## config.mk

```make
export PLATFORM = sky130hd
export DESIGN_NAME = ldbc_lock_detect_bleed_config
export DESIGN_NICKNAME = d
export VERILOG_FILES = /design/src/ldbc_pkg.sv /design/src/ldbc_lock_detect_bleed_config.sv
export SDC_FILE = /design/constraint.sdc
export NUM_CORES = 1
export LEC_CHECK = 0
export BUFFER_PORTS_ARGS = -buffer_cell sky130_fd_sc_hd__buf_2
export CORE_MARGIN = 2
export CORE_UTILIZATION = 55
export DETAILED_ROUTE_END_ITERATION = 6
export MAX_ROUTING_LAYER = met4
export PLACE_DENSITY_LB_ADDON = 0.12
export SETUP_SLACK_MARGIN = 0.15
export SLEW_MARGIN = 20
export SYNTH_ARGS = -nofsm -noshare
export SYNTH_HDL_FRONTEND = slang
export SYNTH_SLANG_ARGS = --single-unit
export TNS_END_PERCENT = 20
```

## constraint.sdc

```tcl
create_clock -name clock -period 6 [get_ports clock]
set_input_delay 0.3 -clock clock [delete_from_list [all_inputs] [get_ports clock]]
set_output_delay 0.3 -clock clock [all_outputs]
set_load 0.01 [all_outputs]
```

## src/ldbc_pkg.sv

```systemverilog
package ldbc_pkg;

  // ----------------------------------------------------------------
  // Register map
  // ----------------------------------------------------------------
  localparam logic [7:0] ADDR_WINDOW_BLEED = 8'h27;
  localparam logic [7:0] ADDR_DIVBUF_COUNT = 8'h28;
  localparam logic [7:0] RESET_WINDOW_BLEED = 8'hc5;
  localparam logic [7:0] RESET_DIVBUF_COUNT = 8'h03;

  // ----------------------------------------------------------------
  // Field positions
  // ----------------------------------------------------------------
  localparam int DELAY_HI      = 7;
  localparam int DELAY_LO      = 6;
  localparam int PRECISION_BIT = 5;
  localparam int GATED_BIT     = 4;
  localparam int BLEED_BIT     = 3;
  localparam int REG_OFF_BIT   = 2;
  localparam int SHADOW_BIT    = 7;
  localparam int COUNT_HI      = 2;
  localparam int COUNT_LO      = 1;
  localparam int LOSS_BIT      = 0;
  localparam logic [7:0] DIVBUF_WRITE_MASK = 8'h87;

  // ----------------------------------------------------------------
  // Window timing in picoseconds, and at 100 MHz in clock cycles
  // ----------------------------------------------------------------
  localparam int CLOCK_PERIOD_PS = 10000;
  localparam int WIN_DELAY0_PS   = 5000;
  localparam int WIN_DELAY1_PS   = 6000;
  localparam int WIN_DELAY2_PS   = 8000;
  localparam int WIN_DELAY3_PS   = 12000;
  localparam int WIN_PRECISE_PS  = 2400;
  // Round down: an error of a whole cycle must fit inside the window
  function automatic logic [3:0] ldbc_cycles(input int ps);
    int c;
    c = ps / CLOCK_PERIOD_PS;
    return c[3:0];
  endfunction : ldbc_cycles

  // ----------------------------------------------------------------
  // Qualification counts
  // ----------------------------------------------------------------
  localparam int QUALIFY0 = 1024;
  localparam int QUALIFY1 = 2048;
  localparam int QUALIFY2 = 4096;
  localparam int QUALIFY3 = 8192;

  typedef struct packed {
    logic       write;
    logic [7:0] addr;
    logic [7:0] data;
  } ldbc_req_t;

  typedef enum logic [1:0] {
    LDBC_IDLE   = 2'b00,
    LDBC_QUAL   = 2'b01,
    LDBC_LOCKED = 2'b10
  } ldbc_state_t;

endpackage : ldbc_pkg

```

## src/ldbc_lock_detect_bleed_config.sv

```systemverilog
module ldbc_lock_detect_bleed_config
  import ldbc_pkg::*;
#(
  parameter int DIV_WIDTH = 16,
  parameter int LOSS_LIMIT = 64
)(
  input  wire logic                 clock,
  input  wire logic                 rst,
  input  wire ldbc_req_t            req,
  input  wire logic                 req_valid,
  output logic [7:0]                rd_data,
  input  wire logic                 pfd_cycle,
  input  wire logic [3:0]           pfd_error_cycles,
  input  wire logic                 ref_present,
  input  wire logic                 output_gate_on_lock,
  input  wire logic                 rf_out_enable,
  input  wire logic [DIV_WIDTH-1:0] div_word_in,
  input  wire logic                 div_word_write,
  input  wire logic                 div_update,
  output logic [DIV_WIDTH-1:0]      div_word,
  output logic                      lock_detect,
  output logic                      bleed_on,
  output logic                      regulator_enable,
  output logic                      rf_out_on,
  output logic [3:0]                window_cycles
);

  // ----------------------------------------------------------------
  // Register file
  // ----------------------------------------------------------------
  logic [7:0] window_bleed_q;
  logic [7:0] divbuf_count_q;
  logic [7:0] rd_data_q;
  wire        wr_window = req_valid && req.write && (req.addr == ADDR_WINDOW_BLEED);
  wire        wr_divbuf = req_valid && req.write && (req.addr == ADDR_DIVBUF_COUNT);
  wire [7:0]  rd_mux = (req.addr == ADDR_WINDOW_BLEED) ? window_bleed_q :
                       (req.addr == ADDR_DIVBUF_COUNT) ? divbuf_count_q : 8'h00;

  always_ff @(posedge clock or posedge rst)
  begin
    if (rst)
    begin
      window_bleed_q <= RESET_WINDOW_BLEED;
      divbuf_count_q <= RESET_DIVBUF_COUNT;
      rd_data_q      <= 8'h00;
    end
    else
    begin
      if (wr_window)
      begin
        window_bleed_q <= req.data;
      end
      if (wr_divbuf)
      begin
        divbuf_count_q <= req.data & DIVBUF_WRITE_MASK;
      end
      if (req_valid && !req.write)
      begin
        rd_data_q <= rd_mux;
      end
    end
  end
  assign rd_data = rd_data_q;

  // ----------------------------------------------------------------
  // Window selection
  // ----------------------------------------------------------------
  wire [1:0] delay_sel  = window_bleed_q[DELAY_HI:DELAY_LO];
  wire       precise    = window_bleed_q[PRECISION_BIT];
  wire [3:0] delay_cyc  = (delay_sel == 2'h0) ? ldbc_cycles(WIN_DELAY0_PS) :
                          (delay_sel == 2'h1) ? ldbc_cycles(WIN_DELAY1_PS) :
                          (delay_sel == 2'h2) ? ldbc_cycles(WIN_DELAY2_PS) :
                                                ldbc_cycles(WIN_DELAY3_PS);
  // Precision narrows the window regardless of the delay setting
  wire [3:0] win_cyc_d  = precise ? ldbc_cycles(WIN_PRECISE_PS) : delay_cyc;
  // Under 10 ns only an error-free comparison counts as in window
  wire       in_window  = pfd_error_cycles <= win_cyc_d;

  // ----------------------------------------------------------------
  // Lock qualification
  // ----------------------------------------------------------------
  wire [1:0]  count_sel = divbuf_count_q[COUNT_HI:COUNT_LO];
  wire [13:0] qual_target = (count_sel == 2'h0) ? 14'(QUALIFY0) :
                            (count_sel == 2'h1) ? 14'(QUALIFY1) :
                            (count_sel == 2'h2) ? 14'(QUALIFY2) :
                                                  14'(QUALIFY3);
  wire        loss_en   = divbuf_count_q[LOSS_BIT];

  ldbc_state_t state_q;
  ldbc_state_t state_d;
  logic [13:0] qual_q;
  logic [13:0] qual_d;
  logic [6:0]  ref_gone_q;
  // Reference absence judged by missing activity for a fixed stretch
  wire         ref_lost = (ref_gone_q >= 7'(LOSS_LIMIT)) && !ref_present;
  wire         drop_lock = loss_en && ref_lost;

  always_comb
  begin
    state_d = state_q;
    qual_d  = qual_q;
    case (state_q)
      LDBC_IDLE:
      begin
        qual_d  = 14'h0000;
        state_d = LDBC_QUAL;
      end
      LDBC_QUAL:
      begin
        if (pfd_cycle)
        begin
          if (!in_window)
          begin
            qual_d = 14'h0000;
          end
          else if (qual_q + 14'h0001 >= qual_target)
          begin
            state_d = LDBC_LOCKED;
          end
          else
          begin
            qual_d = qual_q + 14'h0001;
          end
        end
      end
      LDBC_LOCKED:
      begin
        if (pfd_cycle && !in_window)
        begin
          qual_d  = 14'h0000;
          state_d = LDBC_QUAL;
        end
        else if (drop_lock)
        begin
          qual_d  = 14'h0000;
          state_d = LDBC_QUAL;
        end
      end
      default:
      begin
        state_d = LDBC_IDLE;
        qual_d  = 14'h0000;
      end
    endcase
  end

  always_ff @(posedge clock or posedge rst)
  begin
    if (rst)
    begin
      state_q    <= LDBC_IDLE;
      qual_q     <= 14'h0000;
      ref_gone_q <= 7'h00;
    end
    else
    begin
      state_q <= state_d;
      qual_q  <= qual_d;
      if (ref_present)
      begin
        ref_gone_q <= 7'h00;
      end
      else if (ref_gone_q != 7'h7f)
      begin
        ref_gone_q <= ref_gone_q + 7'h01;
      end
    end
  end

  wire lock_d = (state_d == LDBC_LOCKED);

  // ----------------------------------------------------------------
  // Bleed, regulator, output gate, divider shadow
  // ----------------------------------------------------------------
  wire bleed_d = window_bleed_q[BLEED_BIT] &&
                 (!window_bleed_q[GATED_BIT] || lock_d);
  wire reg_en_d = !window_bleed_q[REG_OFF_BIT];
  // Gating needs lock; software keeps the detector running to use it
  wire rf_d = rf_out_enable && (!output_gate_on_lock || lock_d);
  wire shadow = divbuf_count_q[SHADOW_BIT];

  logic [DIV_WIDTH-1:0] div_pend_q;
  logic [DIV_WIDTH-1:0] div_word_q;
  logic                 lock_q;
  logic                 bleed_q;
  logic                 reg_en_q;
  logic                 rf_q;
  logic [3:0]           win_q;

  always_ff @(posedge clock or posedge rst)
  begin
    if (rst)
    begin
      div_pend_q <= '0;
      div_word_q <= '0;
      lock_q     <= 1'b0;
      bleed_q    <= 1'b0;
      reg_en_q   <= 1'b0;
      rf_q       <= 1'b0;
      win_q      <= 4'h0;
    end
    else
    begin
      if (div_word_write)
      begin
        div_pend_q <= div_word_in;
      end
      if (div_word_write && !shadow)
      begin
        div_word_q <= div_word_in;
      end
      else if (shadow && div_update)
      begin
        div_word_q <= div_pend_q;
      end
      lock_q   <= lock_d;
      bleed_q  <= bleed_d;
      reg_en_q <= reg_en_d;
      rf_q     <= rf_d;
      win_q    <= win_cyc_d;
    end
  end

  assign div_word         = div_word_q;
  assign lock_detect      = lock_q;
  assign bleed_on         = bleed_q;
  assign regulator_enable = reg_en_q;
  assign rf_out_on        = rf_q;
  assign window_cycles    = win_q;

  // ----------------------------------------------------------------
  // Checks
  // ----------------------------------------------------------------
  chk_window_reset_value: assert property (@(posedge clock) $fell(rst) |->
    window_bleed_q == 8'hc5) else $error("window register reset wrong");
  chk_divbuf_reset_value: assert property (@(posedge clock) $fell(rst) |->
    divbuf_count_q == 8'h03) else $error("divider register reset wrong");
  chk_reserved_zero: assert property (@(posedge clock) disable iff (rst)
    divbuf_count_q[6:3] == 4'h0) else $error("reserved bits not zero");
  chk_window_width: assert property (@(posedge clock) disable iff (rst)
    (!precise && delay_sel == 2'h3) |=> win_q == 4'h1) else $error("window wrong");
  chk_precise_width: assert property (@(posedge clock) disable iff (rst)
    precise |=> win_q == 4'h0) else $error("precise window wrong");
  chk_gated_bleed: assert property (@(posedge clock) disable iff (rst)
    bleed_q && $past(window_bleed_q[GATED_BIT]) |-> lock_q) else $error("gated bleed");
  chk_bleed_off: assert property (@(posedge clock) disable iff (rst)
    !window_bleed_q[BLEED_BIT] |=> !bleed_q) else $error("bleed on while disabled");
  chk_regulator_bit: assert property (@(posedge clock) disable iff (rst)
    1'b1 |=> reg_en_q == !$past(window_bleed_q[REG_OFF_BIT])) else $error("regulator");
  chk_out_window_unlock: assert property (@(posedge clock) disable iff (rst)
    pfd_cycle && !in_window |=> !lock_q && qual_q == 14'h0000) else $error("no restart");
  chk_loss_unlock: assert property (@(posedge clock) disable iff (rst)
    drop_lock |=> !lock_q) else $error("reference loss kept lock");
  chk_output_gate: assert property (@(posedge clock) disable iff (rst)
    rf_q && $past(output_gate_on_lock) |-> lock_q) else $error("output not gated");
  chk_direct_word: assert property (@(posedge clock) disable iff (rst)
    div_word_write && !shadow |=> div_word_q == $past(div_word_in)) else $error("divider");

  // ----------------------------------------------------------------
  // Window, gating, reset, counting, masking and shadow checks
  // ----------------------------------------------------------------
  chk_short_window: assert property (@(posedge clock) disable iff (rst)
    (!precise && delay_sel != 2'h3) |=> win_q == 4'h0)
    else $error("short window wrong");
  chk_gate_holds_bleed: assert property (@(posedge clock) disable iff (rst)
    window_bleed_q[GATED_BIT] && !lock_d |=> !bleed_q)
    else $error("bleed on without lock");
  chk_reset_outputs: assert property (@(posedge clock) $fell(rst) |->
    !lock_q && !bleed_q && !reg_en_q)
    else $error("outputs not quiet after reset");
  chk_divbuf_mask: assert property (@(posedge clock) disable iff (rst)
    wr_divbuf |=> divbuf_count_q == ($past(req.data) & 8'h87))
    else $error("divider register mask wrong");
  chk_reserved_read: assert property (@(posedge clock) disable iff (rst)
    req_valid && !req.write && req.addr == ADDR_DIVBUF_COUNT |=> rd_data_q[6:3] == 4'h0)
    else $error("reserved bits read back");
  chk_lock_count: assert property (@(posedge clock) disable iff (rst)
    $rose(lock_q) |-> qual_q + 14'h0001 >= qual_target)
    else $error("lock before count reached");
  chk_no_early_lock: assert property (@(posedge clock) disable iff (rst)
    state_q != LDBC_LOCKED && qual_q + 14'h0001 < qual_target |=> !lock_q)
    else $error("lock came early");
  chk_loss_off_keeps: assert property (@(posedge clock) disable iff (rst)
    state_q == LDBC_LOCKED && !loss_en && !(pfd_cycle && !in_window) |=> lock_q)
    else $error("lock lost with loss unlock off");
  chk_shadow_hold: assert property (@(posedge clock) disable iff (rst)
    shadow && !div_update |=> div_word_q == $past(div_word_q))
    else $error("shadowed divider word moved");
  chk_shadow_update: assert property (@(posedge clock) disable iff (rst)
    shadow && div_update |=> div_word_q == $past(div_pend_q))
    else $error("buffered update missed");

endmodule : ldbc_lock_detect_bleed_config

```

== After elaboration in Yosys (flattened, before gate mapping) ==
Cells that the tools add are included.

* Bits in registers: 80
* Bits of input ports: 46
* Output and inout port bits: 32
* Word-level logic and storage cells: 82

* $add $sub $neg: 2
* Order comparisons: 3
* Equal/unequal tests: 13
* Muxes and demuxes: 25
* Reduce and logical (&&, ||, !) cells: 26

{| class="wikitable"
|+ Operators with widths
! cell !! count
|-
| 14-bit two-way mux || 8
|-
| 16-bit two-way mux || 2
|-
| 14-bit one-hot mux with 2 select lines || 1
|-
| 8-bit by 6-bit == test with 1-bit output, second input constant || 2
|-
| 8-bit two-way mux || 2
|-
| 14-bit by 1-bit adder with 14-bit output, second input constant || 1
|-
| 14-bit greater-or-equal comparator || 1
|-
| 7-bit two-way mux || 2
|-
| 1-bit logical AND || 11
|-
| 2-bit two-way mux || 5
|-
| 2-bit == test, second input constant || 4
|-
| 7-bit by 1-bit adder with 7-bit output, second input constant || 1
|-
| 7-bit greater-or-equal comparator, second input constant || 1
|-
| 1-bit logical NOT || 7
|-
| 7-bit != test, second input constant || 1
|-
| 2-bit by 1-bit == test with 1-bit output, second input constant || 3
|-
| 2-bit logical NOT || 3
|-
| 3-bit != test, second input constant || 2
|-
| 2-bit one-hot mux with 3 select lines || 1
|-
| 4-bit by 1-bit <= comparator with 1-bit output || 1
|-
| 1-bit two-way mux || 4
|-
| 2-bit nonzero test || 2
|-
| 3-bit AND reduction || 1
|-
| 1-bit logical OR || 2
|-
| 2-bit != test, second input constant || 1
|}

== Longest topological paths before layout ==
* Depth after elaboration: 13
* Depth in mapped cells: 14
* Gate-level depth less buffers: 12

== Worst setup path after synthesis ==
Ideal clock, no wire load.

* Path type: flip-flop to flip-flop
* Start: register qual_q[0]
* End: register qual_q[10]
* Library setup time: 0.086 ns
* Arrival time: 3.429 ns
* Required time: 5.914 ns
* Setup slack: 2.485 ns
* Cell stages (with the launch flop): 12
* Path buffers: 0
* Clock period less this slack: 3.515 ns
* Path through: dfrtp_1 > ha_1 > nand3_1 > nor4_1 > a31oi_1 > or2_2 > ha_1 > o21a_1 > o21a_1 > a211o_1 > or4_4 > o221ai_2

* Word-level cells in the longest chain between the ends: 5
* Elaborated cells between the ends (all ways): 8
* Those cells by class: add/sub (1); order compare (1); eq/ne (1); mux (4); reduce/logical (1)

{| class="wikitable"
|+ RTL lines
! item !! RTL line !! source
|-
| from (decl) || ldbc_lock_detect_bleed_config.sv:91 || <nowiki>logic [13:0] qual_q;</nowiki>
|-
| from (signal assigned) || ldbc_lock_detect_bleed_config.sv:158 || <nowiki>qual_q <= qual_d;</nowiki>
|-
| 14-bit by 1-bit adder with 14-bit output (*) || ldbc_lock_detect_bleed_config.sv:116, ldbc_lock_detect_bleed_config.sv:122 ||
|-
| branches (longest 4 deep; another with 14-bit greater-or-equal comparator) || -- ||
|}

Every way passes the cells marked *. The select of a mux whose other input is x is not followed.
A chain may end at the register's enable or synchronous reset.

== Worst setup path after layout ==
* Start: register qual_q[0]
* End: register qual_q[9]

The elaborated chain is that of the path after synthesis.

==> impl_metrics.json <==
{
  "grt_max_degree": 81,
  "synth-seq-area-share_pct": 49.3,
  "viasPerCell": 5.65,
  "diodes": 0,
  "port_buffers": 74,
  "wl_per_cell_um": 15.1,
  "maxSlewHeadroom_pct": 28.6,
  "die_h_um": 90.1,
  "setup_viol": 0,
  "crit_fanout": 10,
  "synth-edff-count": 0,
  "period_share_pct": 67.0,
  "finalSetupTns_ns": 0,
  "clk-insertion-delay-late_ns": 0.35,
  "hp-class": "in -> async",
  "multi_input_area_um2": 1880,
  "cts_max_path_buffers": 2,
  "synth_cell_types": 58,
  "cts_buffers": 9,
  "cts_hold_buffers": 0,
  "initial_utilization_pct": 56.5,
  "p_seq_share_pct": 53.4,
  "syn_inst": 382,
  "synth_area_um2": 4080,
  "dr.pass1.iters": 4,
  "p_leak_uw": 0.00219,
  "drive_gt1_share_pct": 30.9,
  "critPathRequiredTime_ns": 6.21,
  "fmax_mhz": 249,
  "peakVddDrop_uv": 123,
  "die_w_um": 90.1,
  "arrival_ns": 4.23,
  "cts_setup_buffers": 0,
  "intPower_uw": 820,
  "clock_sinks": 80,
  "nets": 501,
  "synth_flop_cell": "dfrtp_1",
  "clkPwrFrac_pct": 35.3,
  "slowest_delay_ns": 0.79,
  "swShare_pct": 25.5,
  "via_count": 3119,
  "critPathKind": "reg -> reg",
  "routabilityCongestion": 0.915,
  "dieArea_um2": 8120,
  "num_rows": 31,
  "drv_cap": 0,
  "hold_viol": 0,
  "synth.ff_latch_count": 80,
  "core_um2": 7210,
  "grt_pass1_vias": 2979,
  "drc": 0,
  "layout_min_cycle_time_ns": 4.02,
  "antenna_found_initial": 0,
  "worstReg2RegEnd": "qual_q[9]$_DFFE_PP0P_",
  "postSynthAreaPerCell_um2": 10.7,
  "placed_area_um2": 4460,
  "crit_slowest_cell": "nor4_1",
  "p_total_uw": 1100,
  "comb_power_share_pct": 11.4,
  "synth_warnings": 0,
  "async_reset_ff_share_pct": 100,
  "clk_pin_slew_worst_paths_ns": 0.08,
  "cp-end-kind": "flip-flop",
  "grt.overflow.total": 0,
  "start_kind": "flip-flop",
  "fin_skew_ns": 0.00753,
  "power.density_nw_per_um2": 236,
  "netSwitchingPower_uw": 281,
  "final_cell_area_um2": 4670,
  "pre_cts_slack_ns": 1.99,
  "crit_chain": "ha_1 > nand3_1 > nor4_1 > a31oi_1 > or2_2 > ha_1 > o21a_1 > o21a_1 > a211o_1 > o21ai_2 > o221ai_1",
  "io-pin-count": 78,
  "rsz0062_at_grt": "false",
  "crit_end": "qual_q[9]$_DFFE_PP0P_",
  "fill_cells": 602,
  "drtIter0Drc": 100,
  "startpoint": "qual_q[0]$_DFFE_PP0P_",
  "r2r_start": "qual_q[0]$_DFFE_PP0P_",
  "track_usage_pct": 22.0,
  "cts_tree": "done",
  "totalWireLength_um": 8350,
  "grt_pass1_wl_um": 14000,
  "setup_ws_ns": 1.98,
  "slew_viol_final": 0,
  "dp_hpwl_um": 5820,
  "cts-root-buf": "clkbuf_8",
  "utilization_pct": 64.7,
  "seqCellArea_um2": 2010,
  "worst_slew_pin_slew_ns": 1.07,
  "ctsResizeCount": 0,
  "htree_levels": 3,
  "drtAntennaViolNets": 0,
  "area_growth_pct": 14.6,
  "reg2reg_slack_ns": 1.98,
  "status": "complete, no violations",
  "reg2reg_depth": 11
}
critical path: cells and delay by family, from the launching register on:
kind / cells / cell delay (ns)
AO/OA/AOI/OAI: 6 / 1.42
flip-flops: 1 / 0.48
adder cells (fa/ha/maj): 2 / 0.63
AND/OR/NAND/NOR: 3 / 1.33
power groups by stage:
| stage | Sequential [uW] | Clock [uW] | Combinational (uW) |
|---|---|---|---|
| finish | 588 | 388 | 125 |
| global route | 592 | 424 | 140 |
| CTS | 588 | 397 | 126 |
| detailed placement | 598 | 0 | 126 |
| global placement | 596 | 0 | 122 |
| floorplan | 600 | 0 | 76.3 |
cell type report:
cell class	instances	share of cell area, %
flip-flops and latches	80	43.0
multi-input cells	262	40.2
repair buffers	77	8.68
clock buffers	11	2.81
well taps	99	2.65
inverters	18	1.45
clock inverters	5	1.21
cell usage in the layout (no fill, tap or decap), drive strengths merged, types with 4 or more instances in the layout:
master	instances
inv	19
mux2	27
a21oi	19
a211oi	17
nor4	5
nand3	12
dfstp	6
dfrtp	74
nor3	6
nand4	7
buf	77
a221oi	5
a31oi	5
clkbuf	11
xnor2	6
nor2	23
o21ai	16
nand2b	7
nor2b	19
ha	7
mux2i	18
and3	4
nand2	23
stage by stage:
| step | std cells | hold slack [ns] |
|---|---|---|
| after floorplan | 384 | 0.402 |
| after global placement | 535 | 0.443 |
| after detailed placement | 535 | 0.448 |
| after CTS | 551 | 0.114 |
| after global routing | 552 | 0.0529 |
| final | 552 | 0.0351 |
registers in the layout, summed over array words and instances (netlist names):
| name | count |
|---|---|
| div_word | 16 |
| bleed_on | 1 |
| lock_detect | 1 |
| regulator_enable | 1 |
| divbuf_count_q | 4 |
| window_bleed_q | 8 |
| rd_data | 8 |
| qual_q | 14 |
| rf_out_on | 1 |
| state_q | 2 |
| ref_gone_q | 7 |
| window_cycles | 1 |
| div_pend_q | 16 |
logic make-up after synthesis:
family	after synthesis	synth area share, %
muxes	45	11.9
and+or+nand+nor	115	16.1
other	1	0.0920
buffers and inverters	42	4.85
adders and majority gates	7	2.15
xor gates and xnor gates	7	1.50
AOI/OAI and AO/OA	85	14.2
DFF	80	49.3
synthesized netlist by cell type (all sizes together) (2+ instances only):
library cell | n | share of area, %
o221ai | 3 | 0.80
inv | 18 | 1.7
a311oi | 2 | 0.43
o21a | 2 | 0.37
nor2 | 23 | 2.2
mux2i | 18 | 4.4
dfrtp | 74 | 45
mux2 | 27 | 7.5
a221oi | 5 | 1.1
nor4 | 5 | 1.1
nor2b | 19 | 2.9
o21ai | 16 | 2.1
o2bb2ai | 2 | 0.43
and3 | 4 | 0.68
xnor2 | 6 | 1.3
or2 | 2 | 0.31
or4 | 2 | 0.55
nand2 | 23 | 2.2
dfstp | 6 | 3.9
a211oi | 17 | 3.1
a21oi | 19 | 2.3
nand3 | 12 | 1.5
buf | 12 | 2.1
a21boi | 2 | 0.37
nor3 | 6 | 1.1
nand2b | 7 | 1.1
a41oi | 2 | 0.43
nand4 | 7 | 1.4
clkbuf | 12 | 1.1
a31oi | 5 | 0.77
o211ai | 3 | 0.55
ha | 7 | 2.1
worst min path at each step:
| stage | from | endpoint | slack [ns] | cells past startpoint |
|---|---|---|---|---|
| floorplan | output_gate_on_lock | rf_out_on$_DFF_PP0_ | 0.40 | 1 |
| global placement | window_bleed_q[2]$_DFFE_PP1P_ | regulator_enable$_DFF_PP0_ | 0.44 | 1 |
| detailed placement | window_bleed_q[2]$_DFFE_PP1P_ | regulator_enable$_DFF_PP0_ | 0.45 | 1 |
| CTS | output_gate_on_lock | rf_out_on$_DFF_PP0_ | 0.11 | 2 |
| global route | rst | div_word[13]$_DFFE_PP0P_ | 0.05 | 3 |
| finish | rst | div_word[13]$_DFFE_PP0P_ | 0.04 | 3 |
metal layers:
layer	routed length (um)	vias to the layer above	global-route usage (%)	share of wire (%)
li1	-	1515	-	-
met1	3790	1533	28.0	45
met2	4160	60	36.2	50
met3	270	11	3.27	3.2
met4	127	0	7.69	1.5
met5	0	-	-	0
No activity file was read; power rests on OpenSTA's default activity.
